==> config.mk <==
export PLATFORM = sky130hd
export DESIGN_NAME = autoneg_adv_regs
export DESIGN_NICKNAME = d
export VERILOG_FILES = /design/src/verilog/autoneg_adv_pkg.sv /design/src/verilog/autoneg_adv_regs.sv
export SDC_FILE = /design/constraint.sdc
export NUM_CORES = 1
export LEC_CHECK = 0
export ABC_CLOCK_PERIOD_IN_PS = 1600
export BUFFER_PORTS_ARGS = -buffer_cell sky130_fd_sc_hd__buf_2
export CAP_MARGIN = 20
export CORE_ASPECT_RATIO = 0.5
export CORE_MARGIN = 8
export CORE_UTILIZATION = 50
export DETAILED_ROUTE_END_ITERATION = 16
export PLACE_DENSITY = 0.79
export RECOVER_POWER = 25
export SETUP_SLACK_MARGIN = 0.05
export SLEW_MARGIN = 20
export SYNTH_ARGS = -nofsm -noshare
export SYNTH_HDL_FRONTEND = slang
export SYNTH_SLANG_ARGS = --single-unit
==> constraint.sdc <==
create_clock -name sys_clk -period 1.6 [get_ports sys_clk]
set_input_delay 0.16 -clock sys_clk [delete_from_list [all_inputs] [get_ports sys_clk]]
set_output_delay 0.16 -clock sys_clk [all_outputs]
set_load 0.1 [all_outputs]
==> src/verilog/autoneg_adv_pkg.sv <==
// Purpose: Constants for the auto-negotiation advertisement register bank
// Assumes: AXI4-Lite, 32-bit data, one aligned word per register
package autoneg_adv_pkg;
  // Byte offsets
  localparam logic [3:0] ADDR_ADV    = 4'h0;
  localparam logic [3:0] ADDR_CTRL   = 4'h4;
  localparam logic [3:0] ADDR_STATUS = 4'h8;
  // Advertisement field positions
  localparam int ADV_NEXT_PAGE = 15;
  localparam int ADV_ACK       = 14;
  localparam int ADV_FAULT     = 13;
  localparam int ADV_RSV_HI    = 12;
  localparam int ADV_RSV_LO    = 10;
  localparam int ADV_T4        = 9;
  localparam int ADV_TECH_HI   = 8;
  localparam int ADV_TECH_LO   = 5;
  localparam int ADV_SEL_HI    = 4;
  // Control field positions
  localparam int CTRL_OVERRIDE = 15;
  localparam int CTRL_RATE     = 13;
  localparam int CTRL_AN_EN    = 12;
  localparam int CTRL_RESTART  = 9;
  localparam int CTRL_DUPLEX   = 8;
  // Reset values
  localparam logic       RST_NEXT_PAGE = 1'b0;
  localparam logic [2:0] RST_RSV       = 3'h0;
  localparam logic [3:0] RST_TECH_SW   = 4'hF;
  localparam logic [4:0] RST_SELECTOR  = 5'h01;
  localparam logic       RST_OVERRIDE  = 1'b0;
  localparam logic       RST_AN_EN     = 1'b1;
  localparam logic       RST_RATE      = 1'b1;
  localparam logic       RST_DUPLEX    = 1'b1;
  // Full capability set reported in status
  localparam logic [3:0] FULL_CAPS     = 4'hF;
  // AXI responses
  localparam logic [1:0] RESP_OKAY     = 2'h0;
  localparam logic [1:0] RESP_SLVERR   = 2'h2;
endpackage

==> src/verilog/autoneg_adv_regs.sv <==
// Purpose: Local auto-negotiation advertisement register with AXI4-Lite
// Assumes: Mode and fault pins are asynchronous and synchronised here
// Notes: Code word abilities latch at reset and restart in software mode
//
// Added by the designer: the register addresses and register access over AXI4-Lite.
`timescale 1ns/1ps
module autoneg_adv_regs
  import autoneg_adv_pkg::*;
(
  // Clock and reset
  input  wire logic        sys_clk,
  input  wire logic        sys_rst,
  // AXI4-Lite write address
  input  wire logic        s_axi_awvalid,
  output logic             s_axi_awready,
  input  wire logic [3:0]  s_axi_awaddr,
  // AXI4-Lite write data
  input  wire logic        s_axi_wvalid,
  output logic             s_axi_wready,
  input  wire logic [31:0] s_axi_wdata,
  input  wire logic [3:0]  s_axi_wstrb,
  // AXI4-Lite write response
  output logic             s_axi_bvalid,
  input  wire logic        s_axi_bready,
  output logic [1:0]       s_axi_bresp,
  // AXI4-Lite read address
  input  wire logic        s_axi_arvalid,
  output logic             s_axi_arready,
  input  wire logic [3:0]  s_axi_araddr,
  // AXI4-Lite read data
  output logic             s_axi_rvalid,
  input  wire logic        s_axi_rready,
  output logic [31:0]      s_axi_rdata,
  output logic [1:0]       s_axi_rresp,
  // Strap and fault pins
  input  wire logic        hardware_software_mode_pin,
  input  wire logic        autoneg_select_pin,
  input  wire logic        rate_select_pin,
  input  wire logic        duplex_select_pin,
  input  wire logic        local_link_fault,
  // Towards the negotiation logic
  output logic [15:0]      link_code_word,
  output logic             autoneg_active,
  output logic             autoneg_restart,
  output logic             idle_mode,
  output logic             op_speed_100,
  output logic             op_full_duplex
);

  // Pin synchronisers
  logic [4:0] pin_meta;
  logic [4:0] pin_sync;
  always_ff @(posedge sys_clk) begin
    pin_meta <= {local_link_fault, duplex_select_pin, rate_select_pin,
                 autoneg_select_pin, hardware_software_mode_pin};
    pin_sync <= pin_meta;
  end
  logic sw_mode;
  logic an_pin;
  logic rate_pin;
  logic dpx_pin;
  logic fault_s;
  assign sw_mode  = pin_sync[0];
  assign an_pin   = pin_sync[1];
  assign rate_pin = pin_sync[2];
  assign dpx_pin  = pin_sync[3];
  assign fault_s  = pin_sync[4];
  // Register state
  logic       next_page;
  logic       rsv_ack;
  logic       remote_fault;
  logic [2:0] rsv_hi;
  logic [3:0] tech;
  logic [4:0] selector;
  logic       override;
  logic       an_enable;
  logic       rate_sel;
  logic       duplex_sel;

  function automatic logic [15:0] merge16(input logic [15:0] old,
                                           input logic [31:0] data,
                                           input logic [3:0]  strb);
    logic [15:0] res;
    res = old;
    if (strb[0]) res[7:0] = data[7:0];
    if (strb[1]) res[15:8] = data[15:8];
    return res;
  endfunction

  function automatic logic mapped(input logic [3:0] a);
    return (a == ADDR_ADV) || (a == ADDR_CTRL) || (a == ADDR_STATUS);
  endfunction

  // Write channel
  logic        aw_held;
  logic        w_held;
  logic [3:0]  aw_addr_q;
  logic [31:0] wdata_q;
  logic [3:0]  wstrb_q;
  logic        wr_fire;
  assign s_axi_awready = !aw_held && !s_axi_bvalid;
  assign s_axi_wready  = !w_held && !s_axi_bvalid;
  assign wr_fire       = aw_held && w_held && !s_axi_bvalid;

  always_ff @(posedge sys_clk) begin
    if (sys_rst) begin
      aw_held   <= 1'b0;
      w_held    <= 1'b0;
      aw_addr_q <= 4'h0;
      wdata_q   <= 32'h0;
      wstrb_q   <= 4'h0;
    end else begin
      if (s_axi_awvalid && s_axi_awready) begin
        aw_held   <= 1'b1;
        aw_addr_q <= s_axi_awaddr;
      end else if (wr_fire) begin
        aw_held <= 1'b0;
      end
      if (s_axi_wvalid && s_axi_wready) begin
        w_held  <= 1'b1;
        wdata_q <= s_axi_wdata;
        wstrb_q <= s_axi_wstrb;
      end else if (wr_fire) begin
        w_held <= 1'b0;
      end
    end
  end

  always_ff @(posedge sys_clk) begin
    if (sys_rst) begin
      s_axi_bvalid <= 1'b0;
      s_axi_bresp  <= RESP_OKAY;
    end else if (wr_fire) begin
      s_axi_bvalid <= 1'b1;
      s_axi_bresp  <= mapped(aw_addr_q) ? RESP_OKAY : RESP_SLVERR;
    end else if (s_axi_bready) begin
      s_axi_bvalid <= 1'b0;
    end
  end

  logic        wr_adv;
  logic        wr_ctrl;
  logic [15:0] adv_new;
  logic [15:0] ctrl_new;
  logic [15:0] adv_view;
  logic [15:0] ctrl_view;
  assign wr_adv   = wr_fire && (aw_addr_q == ADDR_ADV);
  assign wr_ctrl  = wr_fire && (aw_addr_q == ADDR_CTRL);
  assign adv_new  = merge16(adv_view, wdata_q, wstrb_q);
  assign ctrl_new = merge16(ctrl_view, wdata_q, wstrb_q);

  // Stored view including hidden reserved contents
  assign adv_view = {next_page, rsv_ack, remote_fault, rsv_hi, 1'b0, tech,
                     selector};
  assign ctrl_view = {override, 1'b0, rate_sel, an_enable, 3'h0,
                      duplex_sel, 8'h00};

  // Plain read/write next page bit
  always_ff @(posedge sys_clk) begin
    if (sys_rst) begin
      next_page <= RST_NEXT_PAGE;
    end else if (wr_adv) begin
      next_page <= adv_new[ADV_NEXT_PAGE];
    end
  end

  // Override-write reserved and selector bits
  always_ff @(posedge sys_clk) begin
    if (sys_rst) begin
      rsv_ack  <= 1'b0;
      rsv_hi   <= RST_RSV;
      selector <= RST_SELECTOR;
    end else if (wr_adv && override) begin
      rsv_ack  <= adv_new[ADV_ACK];
      rsv_hi   <= adv_new[ADV_RSV_HI:ADV_RSV_LO];
      selector <= adv_new[ADV_SEL_HI:0];
    end
  end

  // Remote fault tracks the local fault detector
  always_ff @(posedge sys_clk) begin
    if (sys_rst) begin
      remote_fault <= 1'b0;
    end else begin
      remote_fault <= fault_s;
    end
  end

  // Ability bits, mode dependent
  logic [3:0] pin_onehot;
  assign pin_onehot = 4'(4'h1 << {rate_pin, dpx_pin});
  always_ff @(posedge sys_clk) begin
    if (sys_rst) begin
      tech <= RST_TECH_SW;
    end else if (!sw_mode) begin
      tech <= an_pin ? pin_onehot : 4'h0;
    end else if (wr_adv && override) begin
      tech <= adv_new[ADV_TECH_HI:ADV_TECH_LO];
    end
  end

  // Control register
  always_ff @(posedge sys_clk) begin
    if (sys_rst) begin
      override   <= RST_OVERRIDE;
      an_enable  <= RST_AN_EN;
      rate_sel   <= RST_RATE;
      duplex_sel <= RST_DUPLEX;
    end else if (wr_ctrl) begin
      override   <= ctrl_new[CTRL_OVERRIDE];
      an_enable  <= ctrl_new[CTRL_AN_EN];
      rate_sel   <= ctrl_new[CTRL_RATE];
      duplex_sel <= ctrl_new[CTRL_DUPLEX];
    end
  end

  // Restart pulse, also issued once after reset
  logic boot;
  always_ff @(posedge sys_clk) begin
    if (sys_rst) begin
      boot            <= 1'b1;
      autoneg_restart <= 1'b0;
    end else begin
      boot            <= 1'b0;
      autoneg_restart <= boot || (wr_ctrl && wstrb_q[1] &&
                                  wdata_q[CTRL_RESTART]);
    end
  end

  // Operating mode selection
  always_ff @(posedge sys_clk) begin
    if (sys_rst) begin
      autoneg_active <= 1'b0;
      idle_mode      <= 1'b0;
      op_speed_100   <= 1'b0;
      op_full_duplex <= 1'b0;
    end else begin
      autoneg_active <= sw_mode ? an_enable : an_pin;
      idle_mode      <= sw_mode ? !an_enable : !an_pin;
      op_speed_100   <= sw_mode ? rate_sel : rate_pin;
      op_full_duplex <= sw_mode ? duplex_sel : dpx_pin;
    end
  end

  // Code word abilities latch on restart in software mode
  logic [2:0] lcw_rsv;
  logic [3:0] lcw_tech;
  logic [4:0] lcw_sel;
  logic       lcw_np;
  always_ff @(posedge sys_clk) begin
    if (sys_rst) begin
      lcw_np   <= RST_NEXT_PAGE;
      lcw_rsv  <= RST_RSV;
      lcw_tech <= RST_TECH_SW;
      lcw_sel  <= RST_SELECTOR;
    end else if (autoneg_restart || !sw_mode) begin
      lcw_np   <= next_page;
      lcw_rsv  <= rsv_hi;
      lcw_tech <= tech;
      lcw_sel  <= selector;
    end
  end

  always_ff @(posedge sys_clk) begin
    if (sys_rst) begin
      link_code_word <= {RST_NEXT_PAGE, 2'b00, RST_RSV, 1'b0, RST_TECH_SW,
                         RST_SELECTOR};
    end else begin
      link_code_word <= {lcw_np, 1'b0, remote_fault, lcw_rsv, 1'b0,
                         lcw_tech, lcw_sel};
    end
  end

  // Read channel
  logic [15:0] adv_read;
  logic [15:0] status_read;
  assign adv_read = {next_page, 1'b0, remote_fault, 3'h0, 1'b0, tech,
                     selector};
  assign status_read = {8'h00, 1'b0, autoneg_active, sw_mode, fault_s,
                        FULL_CAPS};
  assign s_axi_arready = !s_axi_rvalid;

  always_ff @(posedge sys_clk) begin
    if (sys_rst) begin
      s_axi_rvalid <= 1'b0;
      s_axi_rdata  <= 32'h0;
      s_axi_rresp  <= RESP_OKAY;
    end else if (s_axi_arvalid && s_axi_arready) begin
      s_axi_rvalid <= 1'b1;
      s_axi_rresp  <= mapped(s_axi_araddr) ? RESP_OKAY : RESP_SLVERR;
      unique case (s_axi_araddr)
        ADDR_ADV:    s_axi_rdata <= {16'h0, adv_read};
        ADDR_CTRL:   s_axi_rdata <= {16'h0, ctrl_view};
        ADDR_STATUS: s_axi_rdata <= {16'h0, status_read};
        default:     s_axi_rdata <= 32'h0;
      endcase
    end else if (s_axi_rready) begin
      s_axi_rvalid <= 1'b0;
    end
  end
endmodule // autoneg_adv_regs

Yosys cells after proc, flatten, opt, wreduce, memory -nomap -nowiden. Index checks and enable logic that the tools add are counted.

Equal/unequal tests: 7. Shift operators: 1. Multiplexer cells: 20. Reduce and logical (&&, ||, !) cells: 37.

Operator list (count): one-hot mux 16 bit (3 select lines) (1); 2-to-1 mux 1 bit (13); logical AND 1 bit (12); 2-to-1 mux 4 bit (3); AND reduction 2 bit (6); equality test 4 x 3 -> 1 bit (second input constant) (2); equality test 4 bit (second input constant) (2); zero test 4 bit (2); 2-to-1 mux 8 bit (1); nonzero test 2 bit (4); zero test 1 bit (7); logical OR 1 bit (6); inequality test 2 x 1 -> 1 bit (second input constant) (3); 2-to-1 mux 2 bit (2); left shift 1 x 2 -> 4 bit (first input constant) (1).

Input bits: 56. Output and inout bits: 62. Register bits after elaboration: 125.

Longest topological paths before layout.
Word-level depth: 6. Depth in mapped cells: 6. Mapped depth without buffers: 3.

Least setup slack after synthesis. Ideal clock, no wire load.

Path kind: reg2out. Start: register s_axi_bvalid. End: output s_axi_awready. Cell stages (with the launch flop): 3. Data required time: 1.440 ns. Data arrival time: 2.207 ns. Path slack: -0.767 ns. Cell sequence: dfxtp_1 > clkbuf_1 > nor2_1.

Word-level cells in the longest chain between the ends: 2.

Ends and longest elaborated chain: from (decl) (line autoneg_adv_regs.sv:23) `output logic s_axi_bvalid,`; from (signal assigned) (line autoneg_adv_regs.sv:131) `s_axi_bvalid <= 1'b0;`; from (signal assigned) (line autoneg_adv_regs.sv:134) `s_axi_bvalid <= 1'b1;`; from (signal assigned) (line autoneg_adv_regs.sv:137) `s_axi_bvalid <= 1'b0;`; zero test 1 bit (line autoneg_adv_regs.sv:101) `assign s_axi_awready = !aw_held && !s_axi_bvalid;`; logical AND 1 bit (line autoneg_adv_regs.sv:101); to (decl) (line autoneg_adv_regs.sv:15) `output logic s_axi_awready,`.

Every way passes these cells.

Final worst setup path.
Start: register aw_addr_q[3]. End: register selector[4].

Word-level cells in the longest chain between the ends: 4.

Ends and longest elaborated chain: from (decl) (line autoneg_adv_regs.sv:97) `logic [3:0] aw_addr_q;`; from (signal assigned) (line autoneg_adv_regs.sv:115) `aw_addr_q <= s_axi_awaddr;`; zero test 4 bit (line autoneg_adv_regs.sv:147) `assign wr_adv = wr_fire && (aw_addr_q == ADDR_ADV);`; logical AND 1 bit (line autoneg_adv_regs.sv:147); logical AND 1 bit (line autoneg_adv_regs.sv:173) `end else if (wr_adv && override) begin`; AND reduction 2 bit (no line); to (signal assigned) (line autoneg_adv_regs.sv:176) `selector <= adv_new[ADV_SEL_HI:0];`; to (decl) (line autoneg_adv_regs.sv:74) `logic [4:0] selector;`.

Every way passes these cells. A chain may end at the register's enable or synchronous reset.

==> reports/qor.txt <==
GP Congestion -> 0.7990
endpoint class of the critical path -> flop
initial antenna violation count -> 0
Max Cap Viol -> 0
outcome -> complete, no violations
Final Instance Area -> 0.004656 mm^2
Total Nets Final -> 532
leakage -> 1.969 nW
post-synth top area share -> 53.19%
Synth Area in Compound Gates -> 10.90%
Final Cycle Share -> 95.81%
Worst Max-Slew Pin Slew -> 660.0 ps
Critical Path RT -> 1810 ps
clock root buffer -> clkbuf_16
synthesized area -> 0.003764 mm^2
CP max FO -> 10
CP Launch Type -> flop
IO buf count -> 74
placed cell count -> 553
worst path bufs/invs -> 1
Power Density -> 1239 mW/mm^2
EDFF count, synth -> 0
Finished Layout Cells -> 577
RSZ-0062 raised after global routing -> yes
FF+latch count, synth -> 100
ys async rst share -> 0%
Max stage delay cell, worst path -> or4_4
Post-DRT Antenna Nets -> 0
Post-Syn Instances -> 390
CP Cell Sequence -> or4_4, buf_6, o31ai_1, a21oi_1
router iterations before antenna repair -> 5
syn_area_per_cell -> 9.650 um^2
Placement Cell Area -> 0.004218 mm^2
gr busiest metal -> met2
largest net degree at the start of global routing -> 34
Max-slew headroom -> 56.00%
Area Growth Syn to Fin -> 23.70%
total grt overflow -> 0
vias per cell -> 5.158
Via Count -> 2,976
largest area contributor in the netlist -> dfxtp_1
mux contribution to synthesized area -> 8.976%
GR Layer Usage met1 -> 20.01%
drt initial violations -> 225
register area share after synthesis -> 53.19%
Crit path largest cell delay -> 560 ps
met3 GRT Util -> 5.922%
worst vdd ir -> 562.6 uV
Setup Skew -> 3.512 ps
Post-Route WL -> 8677 um
Avg WL per Cell -> 15.04 um
FMAX -> 0.6523 GHz
Worst-Skew Late Latency -> 330 ps
largest family of logic cells by synthesized area -> simple AND/OR/NAND/NOR gates
crit path DAT -> 1750 ps
most frequent cells in the layout -> 95 x dfxtp_1, 74 x buf_2, 38 x nor2_1
initial core utilization -> 51.40%
Die ar. -> 0.01073 mm^2
CORE AREA -> 0.007322 mm^2
post-layout util -> 63.59%
Synth Area in XOR/XNOR -> 0%
CP delay by family, top -> simple AND/OR/NAND/NOR gates
YS warnings -> 0
CTS Buf Count -> 9
CTS tree -> built
Die Y -> 77.35 um
Distinct cells, synth -> 43
Post-DP HPWL -> 6175 um
Residual DRC -> 0
first-pass GRT wire length -> 14,030 um
main area contributors after synthesis -> dfxtp_1 53%, mux2i_1 7.2%, buf_4 5.0%
final hold violation count -> 0
# setup viols final -> 0
layout cells sized above 1 -> 29.73%
Longest Clk Path Bufs -> 2
Tot GR Track Use -> 15.77%
most common cell after layout, fill and taps aside -> dfxtp_1
simple-gate portion of the synthesized area -> 18.68%
via count of the first global-routing pass -> 2,794
row cnt -> 22
H-tree depth -> 3
GR Layer Usage met2 -> 24.65%
worst hold path type -> in -> reg
total I/O pin count -> 118
clk slew on worst S/H paths -> 60 ps
prevailing post-synth register cell -> dfxtp_1
Die Width -> 138.7 um
final worst path period need -> 1533 ps
Crit Path Category -> reg -> reg
ant diodes -> 0
Clock Sinks -> 100
Power Total -> 5.767 mW
Final Max Slew Viols -> 0
post-synthesis adder-cell area fraction -> 0%
Filler Cells Inserted -> 576
[sequential cells by signal, indices dropped and copies added, names as in the netlist, 2 cells and up]
signal,cells
link_code_word,14
pin_meta,5
wstrb_q,2
wdata_q,15
tech,4
lcw_tech,4
lcw_rsv,3
lcw_sel,5
aw_addr_q,4
s_axi_rdata,12
pin_sync,5
rsv_hi,3
selector,5
[logic make-up after synthesis]
family | Yosys count
and+or+nand+nor | 138
DFF | 100
AOI/OAI and AO/OA | 63
buffers and inverters | 55
muxes | 33
other | 1
[synthesized netlist by cell type, drive strengths merged, types with 2 or more instances]
library cell / instances
dfxtp: 100
nor2: 40
buf: 35
nand2: 35
mux2i: 27
a21oi: 26
clkbuf: 13
nor2b: 12
nand4: 10
o31ai: 9
a32oi: 7
inv: 7
mux2: 6
nand2b: 6
nand3: 6
a31oi: 5
nor4: 5
or2: 5
nor3: 4
o211ai: 4
o21ai: 4
and2: 3
nor4b: 3
a311oi: 2
nor3b: 2
[area by class of cell]
cell class / instances / area [um^2] / share of cell area (%)
flip-flops and latches: 100 / 2011 / 43.19
multi-input cells: 258 / 1624 / 34.88
repair buffers: 100 / 579.3 / 12.44
clock buffers: 11 / 232.7 / 4.999
well taps: 96 / 120.1 / 2.580
clock inverters: 5 / 62.56 / 1.344
inverters: 7 / 26.28 / 0.5644
[path summary, 6_finish.rpt]
path	startpoint	to	slack, ps	cells past startpoint
setup / recovery	aw_addr_q[3]	selector[4]	70	4
hold / removal	s_axi_wdata[6]	wdata_q[6]	60	3
setup reg to reg	aw_addr_q[3]	selector[4]	70	4
hold reg to reg	pin_meta[4]	pin_sync[4]	330	0
[stage by stage]
step                TNS, ps  hold WS [ps]  setup slack, ps
floorplan                 0         187.7            10.50
global placement          0         263.1            50.50
global route              0         62.41            33.13
detailed placement   -1.211         263.7           -1.211
CTS                       0         50.66            11.36
finish                    0         55.76            67.05
[worst register-to-register path, delay by kind of cell (launching register included)]
family	cells	cell delay, ps
compound gates	2	340
buf+inv	1	170
flops	1	340
simple gates	1	560
[metal layers]
layer	up-vias	wire [um]
li1	1487	-
met1	1371	4071
met2	107	3925
met3	11	546
met4	0	134
met5	-	0
[power breakdown]
part / switching [mW] / leakage [nW] / total, mW / internal [mW]
clock network: 0.895 / 0.136 / 2.11 / 1.22
logic: 0.756 / 1.01 / 0.991 / 0.235
registers: 0.0702 / 0.822 / 2.66 / 2.59
[what timing repair did]
item	4_1_cts	5_1_grt
hold endpoints to repair	5	0
setup endpoints to repair	10	13
gates resized for setup	4	13
setup buffers	0	3
hold buffers	5	0
Note: power is estimated with default switching activity, not from simulation.
